[src/ldoctl_regs.vh]
// register offsets, field positions and voltage code constants for the regulator control bank
`ifndef LDOCTL_REGS_VH
`define LDOCTL_REGS_VH

`define LDOCTL_ADDR_SEVEN 8'h1e
`define LDOCTL_ADDR_EIGHT 8'h1f
`define LDOCTL_ADDR_NINE 8'h20
`define LDOCTL_ADDR_TEN 8'h21

`define LDOCTL_CHAN_SEVEN 2'h0
`define LDOCTL_CHAN_EIGHT 2'h1
`define LDOCTL_CHAN_NINE 2'h2
`define LDOCTL_CHAN_TEN 2'h3

`define LDOCTL_EN_BIT 7
`define LDOCTL_ECO_BIT 6
`define LDOCTL_SEL_MSB 5
`define LDOCTL_SEL_LSB 0

`define LDOCTL_ECO_RESET 1'h0
`define LDOCTL_CTL_RESET 8'h00
`define LDOCTL_RDATA_UNMAPPED 8'h00

// millivolt figures: 800, 25, 1600, 50, 3100, 3200, 3300
`define LDOCTL_LOW_BASE_MV 12'h0320
`define LDOCTL_LOW_STEP_MV 12'h0019
`define LDOCTL_HIGH_BASE_MV 12'h0640
`define LDOCTL_HIGH_STEP_MV 12'h0032
`define LDOCTL_TOP_A_MV 12'h0c1c
`define LDOCTL_TOP_B_MV 12'h0c80
`define LDOCTL_TOP_C_MV 12'h0ce4

`define LDOCTL_CODE_TOP_A 6'h3d
`define LDOCTL_CODE_TOP_B 6'h3e
`define LDOCTL_CODE_TOP_C 6'h3f

`endif

[src/ldoctl_regs.v]
// control register bank for regulators seven to ten, with voltage code decoding
`timescale 1ns/1ns
`include "ldoctl_regs.vh"

module ldoctl_regs (
    // clock and reset
    input wire core_clk,
    input wire sys_rst,
    // register access port from the serial host port
    input wire reg_wr,
    input wire reg_rd,
    input wire [7:0] reg_addr,
    input wire [7:0] reg_wdata,
    output reg [7:0] reg_rdata,
    output reg reg_rvalid,
    // factory defaults, channel 0 is regulator seven
    input wire [3:0] otp_enable,
    input wire [23:0] otp_sel,
    output reg defaults_loaded,
    // forced-off requests per channel
    input wire [3:0] set_off,
    // regulator controls
    output reg [3:0] ldo_on,
    output reg [3:0] ldo_eco,
    output reg [23:0] ldo_sel,
    output reg [47:0] ldo_mv,
    // restricted-range decode for the upper-range-only regulators
    input wire [5:0] upper_sel,
    output reg [5:0] upper_sel_eff,
    output reg [11:0] upper_mv
);

    ////////////////////////////////////////////////////////////////////////////////
    // decoding helpers

    // returns {hit, channel}
    function [2:0] chan_decode;
        input [7:0] a;
        begin
            if (a == `LDOCTL_ADDR_SEVEN) begin
                chan_decode = {1'b1, `LDOCTL_CHAN_SEVEN};
            end else if (a == `LDOCTL_ADDR_EIGHT) begin
                chan_decode = {1'b1, `LDOCTL_CHAN_EIGHT};
            end else if (a == `LDOCTL_ADDR_NINE) begin
                chan_decode = {1'b1, `LDOCTL_CHAN_NINE};
            end else if (a == `LDOCTL_ADDR_TEN) begin
                chan_decode = {1'b1, `LDOCTL_CHAN_TEN};
            end else begin
                chan_decode = 3'h0;
            end
        end
    endfunction

    function [11:0] code_to_mv;
        input [5:0] s;
        begin
            if (!s[`LDOCTL_SEL_MSB]) begin
                code_to_mv = `LDOCTL_LOW_BASE_MV + {7'h00, s[4:0]} * `LDOCTL_LOW_STEP_MV;
            end else if (s == `LDOCTL_CODE_TOP_A) begin
                code_to_mv = `LDOCTL_TOP_A_MV;
            end else if (s == `LDOCTL_CODE_TOP_B) begin
                code_to_mv = `LDOCTL_TOP_B_MV;
            end else if (s == `LDOCTL_CODE_TOP_C) begin
                code_to_mv = `LDOCTL_TOP_C_MV;
            end else begin
                code_to_mv = `LDOCTL_HIGH_BASE_MV + {7'h00, s[4:0]} * `LDOCTL_HIGH_STEP_MV;
            end
        end
    endfunction

    // true when a decoded offset belongs to channel c
    // only the two low bits of c matter, channels are 0..3
    function chan_hit;
        input [2:0] d;
        input [31:0] c;
        begin
            chan_hit = d[2] && (d[1:0] == c[1:0]);
        end
    endfunction

    ////////////////////////////////////////////////////////////////////////////////
    // register storage

    reg [7:0] ctl [0:3];
    wire [2:0] wr_dec;
    wire [2:0] rd_dec;
    wire [3:0] wr_hit;
    wire [3:0] next_on;
    wire [3:0] next_eco;
    wire [23:0] next_sel;
    wire [47:0] next_mv;
    integer n;

    assign wr_dec = chan_decode(reg_addr);
    assign rd_dec = wr_dec;

    genvar i;
    generate
        for (i = 0; i < 4; i = i + 1) begin : g_chan
            // offsets never overlap, so at most one strobe is high
            assign wr_hit[i] = reg_wr & chan_hit(wr_dec, i);
            assign next_on[i] = ctl[i][`LDOCTL_EN_BIT] & ~set_off[i];
            assign next_eco[i] = ctl[i][`LDOCTL_ECO_BIT];
            assign next_sel[i*6 +: 6] = ctl[i][`LDOCTL_SEL_MSB:`LDOCTL_SEL_LSB];
            assign next_mv[i*12 +: 12] = code_to_mv(ctl[i][`LDOCTL_SEL_MSB:`LDOCTL_SEL_LSB]);
        end
    endgenerate

    // defaults land on the first edge after release; writes then are dropped
    always @(posedge core_clk or posedge sys_rst) begin
        if (sys_rst) begin
            for (n = 0; n < 4; n = n + 1) begin
                ctl[n] <= `LDOCTL_CTL_RESET;
            end
        end else if (!defaults_loaded) begin
            for (n = 0; n < 4; n = n + 1) begin
                ctl[n] <= {otp_enable[n], `LDOCTL_ECO_RESET, otp_sel[n*6 +: 6]};
            end
        end else begin
            for (n = 0; n < 4; n = n + 1) begin
                if (wr_hit[n]) begin
                    ctl[n] <= reg_wdata;
                end
            end
        end
    end

    // outputs registered so the regulators never see a decode glitch
    always @(posedge core_clk or posedge sys_rst) begin
        if (sys_rst) begin
            ldo_on <= 4'h0;
        end else begin
            ldo_on <= next_on;
        end
    end

    always @(posedge core_clk or posedge sys_rst) begin
        if (sys_rst) begin
            ldo_eco <= 4'h0;
        end else begin
            ldo_eco <= next_eco;
        end
    end

    always @(posedge core_clk or posedge sys_rst) begin
        if (sys_rst) begin
            ldo_sel <= 24'h00_0000;
        end else begin
            ldo_sel <= next_sel;
        end
    end

    always @(posedge core_clk or posedge sys_rst) begin
        if (sys_rst) begin
            ldo_mv <= 48'h0000_0000_0000;
        end else begin
            ldo_mv <= next_mv;
        end
    end

    ////////////////////////////////////////////////////////////////////////////////
    // default load and readback

    // load takes one clock after release so no async path samples the defaults
    always @(posedge core_clk or posedge sys_rst) begin
        if (sys_rst) begin
            defaults_loaded <= 1'b0;
        end else begin
            defaults_loaded <= 1'b1;
        end
    end

    // unmapped offsets read as zero so software always sees a defined byte
    always @(posedge core_clk or posedge sys_rst) begin
        if (sys_rst) begin
            reg_rdata <= `LDOCTL_RDATA_UNMAPPED;
            reg_rvalid <= 1'b0;
        end else begin
            reg_rvalid <= reg_rd;
            if (reg_rd && rd_dec[2]) begin
                reg_rdata <= ctl[rd_dec[1:0]];
            end else if (reg_rd) begin
                reg_rdata <= `LDOCTL_RDATA_UNMAPPED;
            end
        end
    end

    ////////////////////////////////////////////////////////////////////////////////
    // restricted upper-range decode
    // limitation: upper_sel[5] is ignored, the low range cannot be reached

    always @(posedge core_clk or posedge sys_rst) begin
        if (sys_rst) begin
            upper_sel_eff <= 6'h00;
            upper_mv <= 12'h000;
        end else begin
            // top bit forced so only the upper range is reachable
            upper_sel_eff <= {1'b1, upper_sel[4:0]};
            // restricted table equals the general upper half
            upper_mv <= code_to_mv({1'b1, upper_sel[4:0]});
        end
    end

endmodule

[config.mk]
export PLATFORM = sky130hd
export DESIGN_NAME = ldoctl_regs
export DESIGN_NICKNAME = d
export VERILOG_FILES = /design/src/ldoctl_regs.v
export VERILOG_INCLUDE_DIRS = /design/src
export SDC_FILE = /design/constraint.sdc
export NUM_CORES = 1
export LEC_CHECK = 0
export BUFFER_PORTS_ARGS = -buffer_cell sky130_fd_sc_hd__clkbuf_2
export CAP_MARGIN = 20
export CELL_PAD_IN_SITES_DETAIL_PLACEMENT = 0
export CELL_PAD_IN_SITES_GLOBAL_PLACEMENT = 1
export CORE_MARGIN = 3
export CORE_UTILIZATION = 44
export CTS_CLUSTER_DIAMETER = 40
export CTS_CLUSTER_SIZE = 30
export DETAILED_ROUTE_END_ITERATION = 6
export GPL_TIMING_DRIVEN = 0
export HOLD_SLACK_MARGIN = 0.03
export PLACE_DENSITY = 0.83
export SLEW_MARGIN = 30
export SYNTH_ARGS = -nofsm -noshare
export SYNTH_HDL_FRONTEND = slang
export SYNTH_SLANG_ARGS = --single-unit
[constraint.sdc]
create_clock -name core_clk -period 5.4 [get_ports core_clk]
set_clock_uncertainty 0.05 [all_clocks]
set_input_delay 1.08 -clock core_clk [delete_from_list [all_inputs] [get_ports core_clk]]
set_output_delay 1.08 -clock core_clk [all_outputs]
set_load 0.03 [all_outputs]
# [Word-level counts from Yosys, hierarchy flattened]
# Index checks and enable logic that the tools add are counted.
[word_totals] in_bits=58 elab_cells=111 reg_bits=140
[classes] magnitude_cmp=1 mux=33 n_reduce_logical=7 n_bitwise=13 addsub=9 n_eq_ne=26 n_mul=9
[op_table] operator="2-to-1 mux 12 bit" count=19
[op_table] operator="multiplier 5 x 5 -> 10 bit, second input constant" count=9
[op_table] operator="== test 6 bit, second input constant" count=12
[op_table] operator="2-to-1 mux 8 bit" count=8
[op_table] operator="adder 11 x 11 -> 12 bit, first input constant" count=5
[op_table] operator="adder 10 x 10 -> 11 bit, first input constant" count=4
[op_table] operator="2-to-1 mux 32 bit" count=1
[op_table] operator="binary-select mux 8 bit (select 2 bit)" count=1
[op_table] operator="== test 8 x 5 -> 1 bit, second input constant" count=2
[op_table] operator="== test 8 x 6 -> 1 bit, second input constant" count=2
[op_table] operator="== test 5 bit, second input constant" count=3
[op_table] operator="2-to-1 mux 3 bit" count=4
[op_table] operator="AND 1 bit" count=8
[op_table] operator="inequality test 2 x 1 -> 1 bit, second input constant" count=4
[op_table] operator="logical AND 1 bit" count=5
[op_table] operator="== test 2 bit, second input constant" count=2
[op_table] operator="inverter 1 bit" count=4
[op_table] operator=">= comparator 3 bit, second input constant" count=1
[op_table] operator="inverter 2 -> 3 bit" count=1
[op_table] operator="== test 2 x 1 -> 1 bit, second input constant" count=1
[op_table] operator="zero test 2 bit" count=1
[op_table] operator="nonzero test 2 bit" count=1

# [Depth between registers and ports, before layout]
# Gate-level depths: netlist of the first run.
[logic_depth] depth_word=10 mapped_depth=14 ltp_nobuf=14

# [Worst setup path after synthesis of the first run]
# OpenSTA, ideal clock, no wires.
[synth_path] kind="input -> register" startpoint="input upper_sel[3]" endpoint="register upper_mv[9]" arrival_ps=3279 n_path_buf=0 path_slack_ps=1952 cell_stages=11 path_cell_list="inv_1 ha_1 inv_1 ha_1 ha_1 ha_1 nand2b_1 a2bb2oi_1 or3b_2 xnor2_1 and2_1"
[synth_via] elab_chain_len=5 word_cells_on_any_way=8 classes_between="1 x add/sub; 1 x mul; 3 x eq/ne; 3 x mux"
[synth_rtl] element="start: declaration" line_no="ldoctl_regs.v:28" source="input wire [5:0] upper_sel,"
[synth_rtl] element="multiplier 5 x 5 -> 10 bit (no source line)"
[synth_rtl] element="adder 11 x 11 -> 12 bit (no source line)"
[synth_rtl] element="2-to-1 mux 12 bit" line_no="ldoctl_regs.v:63" source="end else if (s == `LDOCTL_CODE_TOP_C) begin"
[synth_rtl] element="2-to-1 mux 12 bit" line_no="ldoctl_regs.v:61" source="end else if (s == `LDOCTL_CODE_TOP_B) begin"
[synth_rtl] element="2-to-1 mux 12 bit (*)" line_no="ldoctl_regs.v:59" source="end else if (s == `LDOCTL_CODE_TOP_A) begin"
[synth_rtl] element="end signal: assignment" line_no="ldoctl_regs.v:200" source="upper_mv <= code_to_mv({1'b1, upper_sel[4:0]});"
[synth_rtl] element="end: declaration" line_no="ldoctl_regs.v:30" source="output reg [11:0] upper_mv"
# Every way passes the cells marked *; elsewhere a longest branch is shown, timed or not.
# A chain may end at the register's enable or synchronous reset.

# [Final worst setup path of the first run]
[layout_path] startpoint="register ctl[0] (netlist bit)" endpoint="register ldo_mv[46]"
[layout_via] elab_chain_len=6 word_cells_on_any_way=11 classes_between="2 x add/sub; 2 x mul; 3 x eq/ne; 4 x mux"
[layout_rtl] element="start: declaration" line_no="ldoctl_regs.v:84" source="reg [7:0] ctl [0:3];"
[layout_rtl] element="start signal: indexed assignment" line_no="ldoctl_regs.v:113" source="ctl[n] <= `LDOCTL_CTL_RESET;"
[layout_rtl] element="start signal: indexed assignment" line_no="ldoctl_regs.v:117" source="ctl[n] <= {otp_enable[n], `LDOCTL_ECO_RESET, otp_sel[n*6 +: 6]};"
[layout_rtl] element="start signal: indexed assignment" line_no="ldoctl_regs.v:122" source="ctl[n] <= reg_wdata;"
[layout_rtl] element="multiplier 5 x 5 -> 10 bit (no source line)"
[layout_rtl] element="adder 11 x 11 -> 12 bit (no source line)"
[layout_rtl] element="2-to-1 mux 12 bit" line_no="ldoctl_regs.v:63"
[layout_rtl] element="2-to-1 mux 12 bit" line_no="ldoctl_regs.v:61"
[layout_rtl] element="2-to-1 mux 12 bit" line_no="ldoctl_regs.v:59"
[layout_rtl] element="2-to-1 mux 12 bit (*)" line_no="ldoctl_regs.v:57" source="if (!s[`LDOCTL_SEL_MSB]) begin"
[layout_rtl] element="via next_mv[46]" line_no="ldoctl_regs.v:91" source="wire [47:0] next_mv;"
[layout_rtl] element="end signal: assignment" line_no="ldoctl_regs.v:157" source="ldo_mv <= next_mv;"
[layout_rtl] element="end: declaration" line_no="ldoctl_regs.v:26" source="output reg [47:0] ldo_mv,"
# Mark *: on every way through the listed nets, which the timed path passes. The rest lies on a longest branch.

==> results of run 1 <==
[worst register-to-register path, delay by kind of cell, from the launching register on]
kind	cells	cell delay, ns
AND/OR/NAND/NOR	1	0.18
XOR/XNOR	1	0.08
flip-flops	1	0.59
AO/OA/AOI/OAI	3	0.91
adder cells (fa/ha/maj)	4	1.24
buffers and inverters	3	0.25
[Yosys cell counts (all sizes together), types with 2 or more instances]
cell / count / area share [%]
conb: 2 / 0.083
a211oi: 4 / 0.39
o22a: 5 / 0.48
and4b: 5 / 0.55
fa: 9 / 2.0
a311o: 4 / 0.44
and2: 24 / 1.7
nand2b: 8 / 0.55
nor3: 7 / 0.44
o221ai: 8 / 0.77
o31a: 3 / 0.29
xor2: 27 / 2.6
o22ai: 15 / 1.0
xnor2: 23 / 2.2
a221oi: 2 / 0.19
nand3: 15 / 0.94
inv: 87 / 3.6
nor2b: 7 / 0.48
nor2: 54 / 2.2
o21ai: 36 / 2.0
clkbuf: 19 / 1.2
nand4: 2 / 0.14
a21o: 8 / 0.66
o211ai: 9 / 0.74
o21bai: 4 / 0.33
buf: 7 / 0.73
mux2i: 43 / 4.7
a22o: 2 / 0.19
a2bb2oi: 5 / 0.48
a21oi: 71 / 3.9
and3: 7 / 0.54
ha: 155 / 21
dfrtp: 138 / 38
nand3b: 8 / 0.66
o41a: 4 / 0.50
nand2: 11 / 0.45
a21boi: 7 / 0.58
o21a: 12 / 0.99
[cells by family (layout without fill, tap and decap cells)]
logic type                 after synthesis  in the layout  share of synthesized area, %
AOI/OAI and AO/OA                      201            201                          14.1
xor gates and xnor gates                50             50                          4.82
adders and majority gates              164            164                          23.3
buffers and inverters                  113            308                          5.55
DFF                                    138            138                          38.0
muxes                                   44             44                          4.86
other                                    2              2                        0.0826
and+or+nand+nor                        154            154                          9.28
[registers in the layout (all words and copies together) (netlist names)]
register	cells
ldo_eco	4
reg_rdata	8
ldo_mv	48
ctl	32
defaults_loaded	1
ldo_sel	24
upper_sel_eff	5
ldo_on	4
upper_mv	11
reg_rvalid	1
[power groups by stage]
stage	clock network (mW)	registers (mW)	logic (mW)
floorplan	0	1.68	1.07
global placement	0	1.34	1.89
detailed placement	0	1.35	1.91
CTS	1.27	1.33	1.92
global route	1.33	1.35	2.12
finish	1.25	1.33	1.91
[worst paths after layout]
| check | start | endpoint | slack (ns) | cells past startpoint |
|---|---|---|---|---|
| min in group asynchronous | sys_rst | upper_sel_eff[4] | 0.63 | 2 |
| min reg2reg | ctl[22] | ldo_eco[1] | 0.36 | 0 |
| max reg2reg | ctl[0] | ldo_mv[46] | 2.00 | 12 |
| max | ctl[0] | ldo_mv[46] | 2.00 | 12 |
| min | ctl[22] | ldo_eco[1] | 0.36 | 0 |
| max in group asynchronous | sys_rst | ldo_mv[13] | 3.93 | 3 |
[per-stage QoR]
stage / TNS [ns] / instance area, sq um / std cells
after CTS: 0 / 10900 / 1326
after detailed placement: 0 / 10300 / 1294
after global placement: -129.97 / 10200 / 1293
after floorplan: 0 / 9090 / 866
final: 0 / 10900 / 1326
after global routing: 0 / 10900 / 1326
[layer usage]
layer  GRT usage [%]  vias to the layer above  part of all wire (%)  routed length, microns
met1            27.3                     3330                    45                   10200
met4            5.72                        0                   1.8                     404
met5               0                        -                     0                       0
met2            33.0                      166                    47                   10600
li1                -                     3403                     -                       -
met3            6.60                       25                   6.5                    1480
[final cells by class]
class | instances | share of cell area, %
well taps | 265 | 3.04
multi-input cells | 615 | 47.1
inverters | 87 | 3.07
clock buffers | 21 | 4.23
plain buffers | 26 | 1.63
repair buffers | 163 | 7.69
clock inverters | 11 | 1.55
flip-flops and latches | 138 | 31.7
==> results.toml, run 1 <==
[layout]
final_common_cell = "clkbuf_2"
multiInputGateArea_sq_um = 5130
diodes = 0
ff_latch_area_sq_um = 3450
utilization_pct = 54.7
nFillCells = 1844
synthToLayoutAreaGrowth_pct = 19.9
layout_common_cells = "162 x clkbuf_2, 155 x ha_1, 138 x dfrtp_1, 86 x inv_1, 71 x a21oi_1"
drive_above_1_share_pct = 20.3
nets = 1270

[clock_network]
post_cts_buffers = 0
ctsHoldBuffers = 0
cts_tree = "done"
post_cts_resized = 0
clockBufferDepth = 2
clkTransAtPathRegs_ns = 0.06
cts_buffers = 17
htreeDepth = 4
cts_sinks = 138
clkLatencyLatePin_ns = 0.43
cts.root.buffer_cell = "clkbuf_16"

[floorplan]
rows = 51
ios = 166
die_w_microns = 150
die_y_microns = 150
start_util_pct = 45.7
core_sq_um = 19900
die_area_sq_um = 22400

[worst_setup_path]
cp-end-kind = "flop"
cpPeakStageDelay_ns = 0.59
cp_data_required_time_ns = 5.67
cp_slowest_cell = "dfrtp_1"
crit_type = "reg -> reg"
critPathLaunchType = "flop"
arrival_ns = 3.67
cp_top_family = "adder cells"
cp_max_fo = 9
critPathBufInv = 3
crit_chain = "inv_1, ha_1, inv_1, ha_1, ha_1, inv_1, fa_1, nand3b_1, a211oi_1, o21bai_1, xnor2_1, o22a_1"

[synthesis]
synth_fp_nets = 1088
synthCells = 866
async_reset_ff_share_pct = 100
synth-edff-count = 0
synth_cell_types = 55
syn-cell-area_sq_um = 9090
synthFlopType = "dfrtp_1"
syn_area_per_cell_sq_um = 10.5
ys_ff_latch = 138
yosys_warnings = 0
ys_seq_area_share_pct = 38.0

[global_routing]
grt_max_degree = 76
grt_pass1_vias = 6671
grt_overflow = 0
grt_pass1_wl_microns = 35600
antenna_found_initial = 0
grt_use_total_pct = 20.7

[place]
dp_hpwl_microns = 17300
port_buffers = 162
place_worst_setup_slack_ns = 1.65
gp_congestion = 0.849

[sta]
fmax_mhz = 294
fin_ws_ns = 2.00
setup_viol = 0
fin_crit_sh_pct = 62.9
rsz0062_at_grt = "false"
slew-limit-headroom_pct = 56.7
hold-worst-slack_ns = 0.362
drv_slew = 0
worstMarginPinSlew_ns = 0.643
hold_viol_final = 0
period_minus_slack_ns = 3.40

[pwr]
switching_share_pct = 38.5
p_switching_mw = 1.73
seq_power_share_pct = 29.6
ir_worst_vdd_mv = 0.221
intPower_mw = 2.76
combPwrFrac_pct = 42.6
power_density_nw_per_um2 = 411
power.static_leakage_nw = 5.60
total_power_mw = 4.48
pwr-share-clk_pct = 27.8

[run]
max_cap_viol_count = 0

[detailed_routing]
viasPerCell = 5.22
drtIter0Drc = 322
wire_per_inst_microns = 17.2
drt_pass1_iterations = 5
wl_microns = 22700
drc = 0
via_count = 6924
ant_nets = 0

[outcome]
outcome = "completed"

[worst_hold_path]
min_path_type = "reg -> reg"
(Power assumes the default switching activity.)
==> run 2: changes to the inputs <==
==> constraint.sdc (replaced) <==
create_clock -name core_clk -period 3.5 [get_ports core_clk]
set_clock_uncertainty 0.05 [all_clocks]
set_input_delay 0.7 -clock core_clk [delete_from_list [all_inputs] [get_ports core_clk]]
set_output_delay 0.7 -clock core_clk [all_outputs]
set_load 0.03 [all_outputs]
==> results.toml, run 2 (synthesized netlist as in run 1, its figures left out) <==
[floorplan]
die_y_microns = 150
core_sq_um = 19900
start_util_pct = 45.7
die_area_sq_um = 22400
rows = 51
die_w_microns = 150
ios = 166

[global_routing]
grt_use_total_pct = 21.1
grt_max_degree = 32
grt_pass1_wl_microns = 36700
grt_pass1_vias = 6883
grt_overflow = 0
antenna_found_initial = 0

[clock_network]
clockBufferDepth = 2
cts_tree = "done"
cts_sinks = 138
cts_buffers = 17
clkTransAtPathRegs_ns = 0.06
cts.root.buffer_cell = "clkbuf_16"
htreeDepth = 4
clkLatencyLatePin_ns = 0.42

[layout]
regMostFlops = "ldo_mv"
largest_register_ffs = 48
layout_common_cells = "162 x clkbuf_2, 155 x ha_1, 137 x dfrtp_1, 86 x inv_1, 71 x a21oi_1"
nets = 1274
nFillCells = 1808
finalNonFillerCells = 1330
final_common_cell = "clkbuf_2"
multiInputGateArea_sq_um = 5140
reg.largest.list = "ldo_mv: 48 flops, ctl: 32 flops, ldo_sel: 24 flops"
ff_latch_area_sq_um = 3450
drive_above_1_share_pct = 20.8
fin_area_sq_um = 11100
synthToLayoutAreaGrowth_pct = 21.6
diodes = 0

[worst_setup_path]
timing.rr.end = "ldo_mv[34]"
regToRegStartpoint = "ctl[8]"
cp_max_fo = 9
cp.depth = 12
cp_slowest_cell = "dfrtp_1"
cp_top_family = "adder cells"
ff2ff_path_depth = 12
cpPeakStageDelay_ns = 0.55
arrival_ns = 3.49
crit_type = "reg -> reg"
cp-end-kind = "flop"
cp-endpoint = "ldo_mv[34]"
reg2reg_slack_ns = 0.27
cp_data_required_time_ns = 3.75
setup.worst_path.start = "ctl[8]"
crit_chain = "inv_1, ha_1, inv_1, ha_1, ha_1, inv_1, fa_1, nand3b_1, a211oi_1, o21bai_1, xnor2_1, o22a_1"
critPathBufInv = 3
critPathLaunchType = "flop"

[detailed_routing]
wl_microns = 22700
wire_per_inst_microns = 17.0
drc = 0
ant_nets = 0
via_count = 6971
viasPerCell = 5.24
drt_pass1_iterations = 4
drtIter0Drc = 262

[place]
place_worst_setup_slack_ns = 0.117
dp_hpwl_microns = 17700
gp_congestion = 0.834
placed_area_sq_um = 10300
port_buffers = 162
place_inst = 1298

[sta]
setup_tns_ns = 0
period_minus_slack_ns = 3.23
fin_crit_sh_pct = 92.4
worstMarginPinSlew_ns = 0.628
hold_viol_final = 0
slew-limit-headroom_pct = 57.8
drv_slew = 0
setup_viol = 0
fin_ws_ns = 0.265
fmax_mhz = 309
hold-worst-slack_ns = 0.232
rsz0062_at_grt = "false"

[pwr]
power.static_leakage_nw = 5.67
ir_worst_vdd_mv = 0.369
power_density_nw_per_um2 = 646

[outcome]
outcome = "completed"

[run]
max_cap_viol_count = 0

[worst_hold_path]
min_path_type = "in -> async"
-- run 2: timing repair --
action / CTS / global route
setup buffers: 0 / 0
resized for setup: 0 / 2
endpoints found under the setup margin: 0 / 2
hold buffers: 0 / 0
-- run 2: how the worst min path moves through the flow --
| stage | startpoint | to | slack (ns) |
|---|---|---|---|
| after floorplan | ctl[6] | ldo_eco[3] | 0.32 |
| after CTS | sys_rst | ldo_sel[19] | 0.22 |
| final | sys_rst | ldo_on[0] | 0.23 |
| after global placement | ctl[22] | ldo_eco[1] | 0.35 |
| after detailed placement | ctl[6] | ldo_eco[3] | 0.35 |
| after global routing | sys_rst | ldo_sel[4] | 0.24 |
-- run 2: cell type report --
class,instances,area share [%]
clock buffer,21,4.25
inverter,87,2.99
buffer,26,1.61
timing repair buffer,167,8.30
multi-input combinational,615,46.5
clock inverter,11,2.15
tap,265,3.00
sequential,138,31.2
-- run 2: report_power, final --
group	internal [mW]	switching [mW]
logic	1.14	1.80
registers	1.89	0.158
clock network	1.47	0.684
-- run 2: per-layer routing --
metal	global-route usage [%]	up-vias	share of wire, %
met3	5.63	18	6.7
met4	5.08	0	1.2
met5	0	-	0
li1	-	3420	-
met2	34.5	188	47
met1	28.0	3345	45
-- run 2: stage by stage --
step | total power, mW | utilization [%]
3_3_place_gp | 4.98 | 51.4
5_1_grt | 7.65 | 55.5
4_1_cts | 7.21 | 55.5
6_report | 7.14 | 55.5
2_1_floorplan | 4.24 | -
3_5_place_dp | 5.01 | 52.0
==> run 3: changes to the inputs <==
--- a/config.mk
+++ b/config.mk
@@ -10,7 +10,7 @@
 export CAP_MARGIN = 20
 export CELL_PAD_IN_SITES_DETAIL_PLACEMENT = 0
 export CELL_PAD_IN_SITES_GLOBAL_PLACEMENT = 1
-export CORE_MARGIN = 3
+export CORE_MARGIN = 2
 export CORE_UTILIZATION = 44
 export CTS_CLUSTER_DIAMETER = 40
 export CTS_CLUSTER_SIZE = 30
@@ -18,6 +18,7 @@
 export GPL_TIMING_DRIVEN = 0
 export HOLD_SLACK_MARGIN = 0.03
 export PLACE_DENSITY = 0.83
+export RECOVER_POWER = 100
 export SLEW_MARGIN = 30
 export SYNTH_ARGS = -nofsm -noshare
 export SYNTH_HDL_FRONTEND = slang
==> results.toml, run 3 (synthesized netlist as in run 1, its figures left out) <==
[outcome]
outcome = "finished, violations left"
violations = "max-capacitance violations, max-slew violations"

[floorplan]
die_area_sq_um = 21800
die_y_microns = 148
die_w_microns = 148
rows = 52
ios = 166
start_util_pct = 44.9
core_sq_um = 20200

[worst_setup_path]
timing.rr.end = "ldo_mv[46]"
ff2ff_path_depth = 12
cp_data_required_time_ns = 3.76
critPathLaunchType = "flop"
arrival_ns = 3.58
cp_max_fo = 9
regToRegStartpoint = "ctl[0]"
cp-end-kind = "flop"
reg2reg_slack_ns = 0.18
crit_type = "reg -> reg"

[pwr]
power.static_leakage_nw = 5.21
power_density_nw_per_um2 = 629
ir_worst_vdd_mv = 0.363

[sta]
fmax_mhz = 301
fin_crit_sh_pct = 94.9
setup_tns_ns = 0
period_minus_slack_ns = 3.32
rsz0062_at_grt = "false"
setup_viol = 0
worstMarginPinSlew_ns = 1.59
drv_slew = 62
slew-limit-headroom_pct = -5.70
hold_viol_final = 0

[layout]
reg.largest.list = "ldo_mv: 48 flops, ctl: 32 flops, ldo_sel: 24 flops"
drive_above_1_share_pct = 8.91
nFillCells = 1916
regMostFlops = "ldo_mv"
diodes = 0
final_common_cell = "ha_1"
synthToLayoutAreaGrowth_pct = 17.3
utilization_pct = 52.7
nets = 1275
largest_register_ffs = 48
layout_common_cells = "155 x ha_1, 138 x dfrtp_1, 137 x clkbuf_1, 86 x inv_1, 71 x a21oi_1"

[global_routing]
grt_overflow = 0
use_met3_pct = 5.68
grt_pass1_vias = 6879
grt_use_met2_pct = 35.5
grt_pass1_wl_microns = 36000
grt_max_degree = 33
antenna_found_initial = 0
grt_busiest_layer = "met2"
grtUsageMet1_pct = 27.6
grt_use_total_pct = 21.2

[worst_hold_path]
hp-start = "ctl[14]"
whs_path_depth = 0
min_path_type = "reg -> reg"
hold-path-endpoint = "ldo_eco[2]"

[detailed_routing]
viasPerCell = 5.16
via_count = 6891
wire_per_inst_microns = 16.8
drc = 0
ant_nets = 0
drt_pass1_iterations = 4
wl_microns = 22500
drtIter0Drc = 247

[clock_network]
clkLatencyLatePin_ns = 0.42
cts.root.buffer_cell = "clkbuf_16"
cts_sinks = 138
cts_tree = "done"
cts_buffers = 17
ctsHoldBuffers = 0
clockBufferDepth = 2
htreeDepth = 4
clkTransAtPathRegs_ns = 0.06

[place]
dp_hpwl_microns = 17500
port_buffers = 162
gp_congestion = 0.827

[run]
max_cap_viol_count = 2
[run 3: changes by cell type in the layout (fill, tap and decap cells not counted), moves of 4 or more]
cell / before / now
clkbuf_1: 16 / 137
clkbuf_2: 162 / 48
buf_12: 5 / 0
bufinv_16: 7 / 2
and2_0: 0 / 4
and2_1: 24 / 20
[run 3: critical path: stages, from the launching register on]
cell,delay (ns)
dfrtp_1,0.60
inv_1,0.12
ha_1,0.29
inv_1,0.04
ha_1,0.26
ha_1,0.22
inv_1,0.08
fa_1,0.44
nand3b_1,0.18
a211oi_1,0.48
o21bai_1,0.21
xnor2_1,0.08
o22a_1,0.16
[run 3: what timing repair did]
action / CTS / global route
buffers inserted: 0 / 0
endpoints found under the hold margin: 0 / 0
gates resized for setup: 0 / 1
setup endpoints to repair: 0 / 1
[run 3: worst max path at each step]
stage	from	to	slack [ns]	cells past startpoint
floorplan	upper_sel[3]	upper_mv[9]	0.43	11
global placement	sys_rst	ldo_mv[35]	0.15	2
detailed placement	upper_sel[3]	upper_mv[9]	0.09	12
CTS	ctl[27]	ldo_mv[10]	0.16	11
global route	ctl[0]	ldo_mv[46]	0.01	12
finish	ctl[0]	ldo_mv[46]	0.18	12
[run 3: per-layer routing]
| metal | vias to the layer above | part of all wire, % | wire length, microns |
|---|---|---|---|
| met5 | - | 0 | 0 |
| met4 | 0 | 1.4 | 319 |
| met3 | 23 | 5.9 | 1340 |
| met2 | 160 | 48 | 10700 |
| met1 | 3286 | 45 | 10100 |
| li1 | 3422 | - | - |
[run 3: power breakdown]
group / switching [mW] / total, mW / internal, mW
combinational: 1.80 / 2.85 / 1.06
sequential: 0.155 / 2.04 / 1.89
clock: 0.736 / 1.81 / 1.07
[run 3: layout make-up]
type | instances | area, sq um | area share, %
timing repair buffer | 168 | 691 | 6.48
buffer | 26 | 158 | 1.48
clock buffer | 18 | 439 | 4.12
multi-input combinational | 615 | 5110 | 47.9
sequential | 138 | 3450 | 32.4
clock inverter | 14 | 146 | 1.37
tap | 270 | 338 | 3.17
inverter | 87 | 328 | 3.07
[run 3: stage by stage]
step | cell area (sq um) | total power, mW | std cells | setup WS, ns | hold slack, ns
CTS | 11000 | 6.85 | 1336 | 0.156 | 0.237
floorplan | 9090 | 4.24 | 866 | 0.432 | 0.318
detailed placement | 10400 | 5.01 | 1304 | 0.0853 | 0.349
global route | 10700 | 7.17 | 1336 | 0.0130 | 0.363
finish | 10700 | 6.70 | 1336 | 0.179 | 0.368
global placement | 10200 | 4.96 | 1298 | 0.147 | 0.350
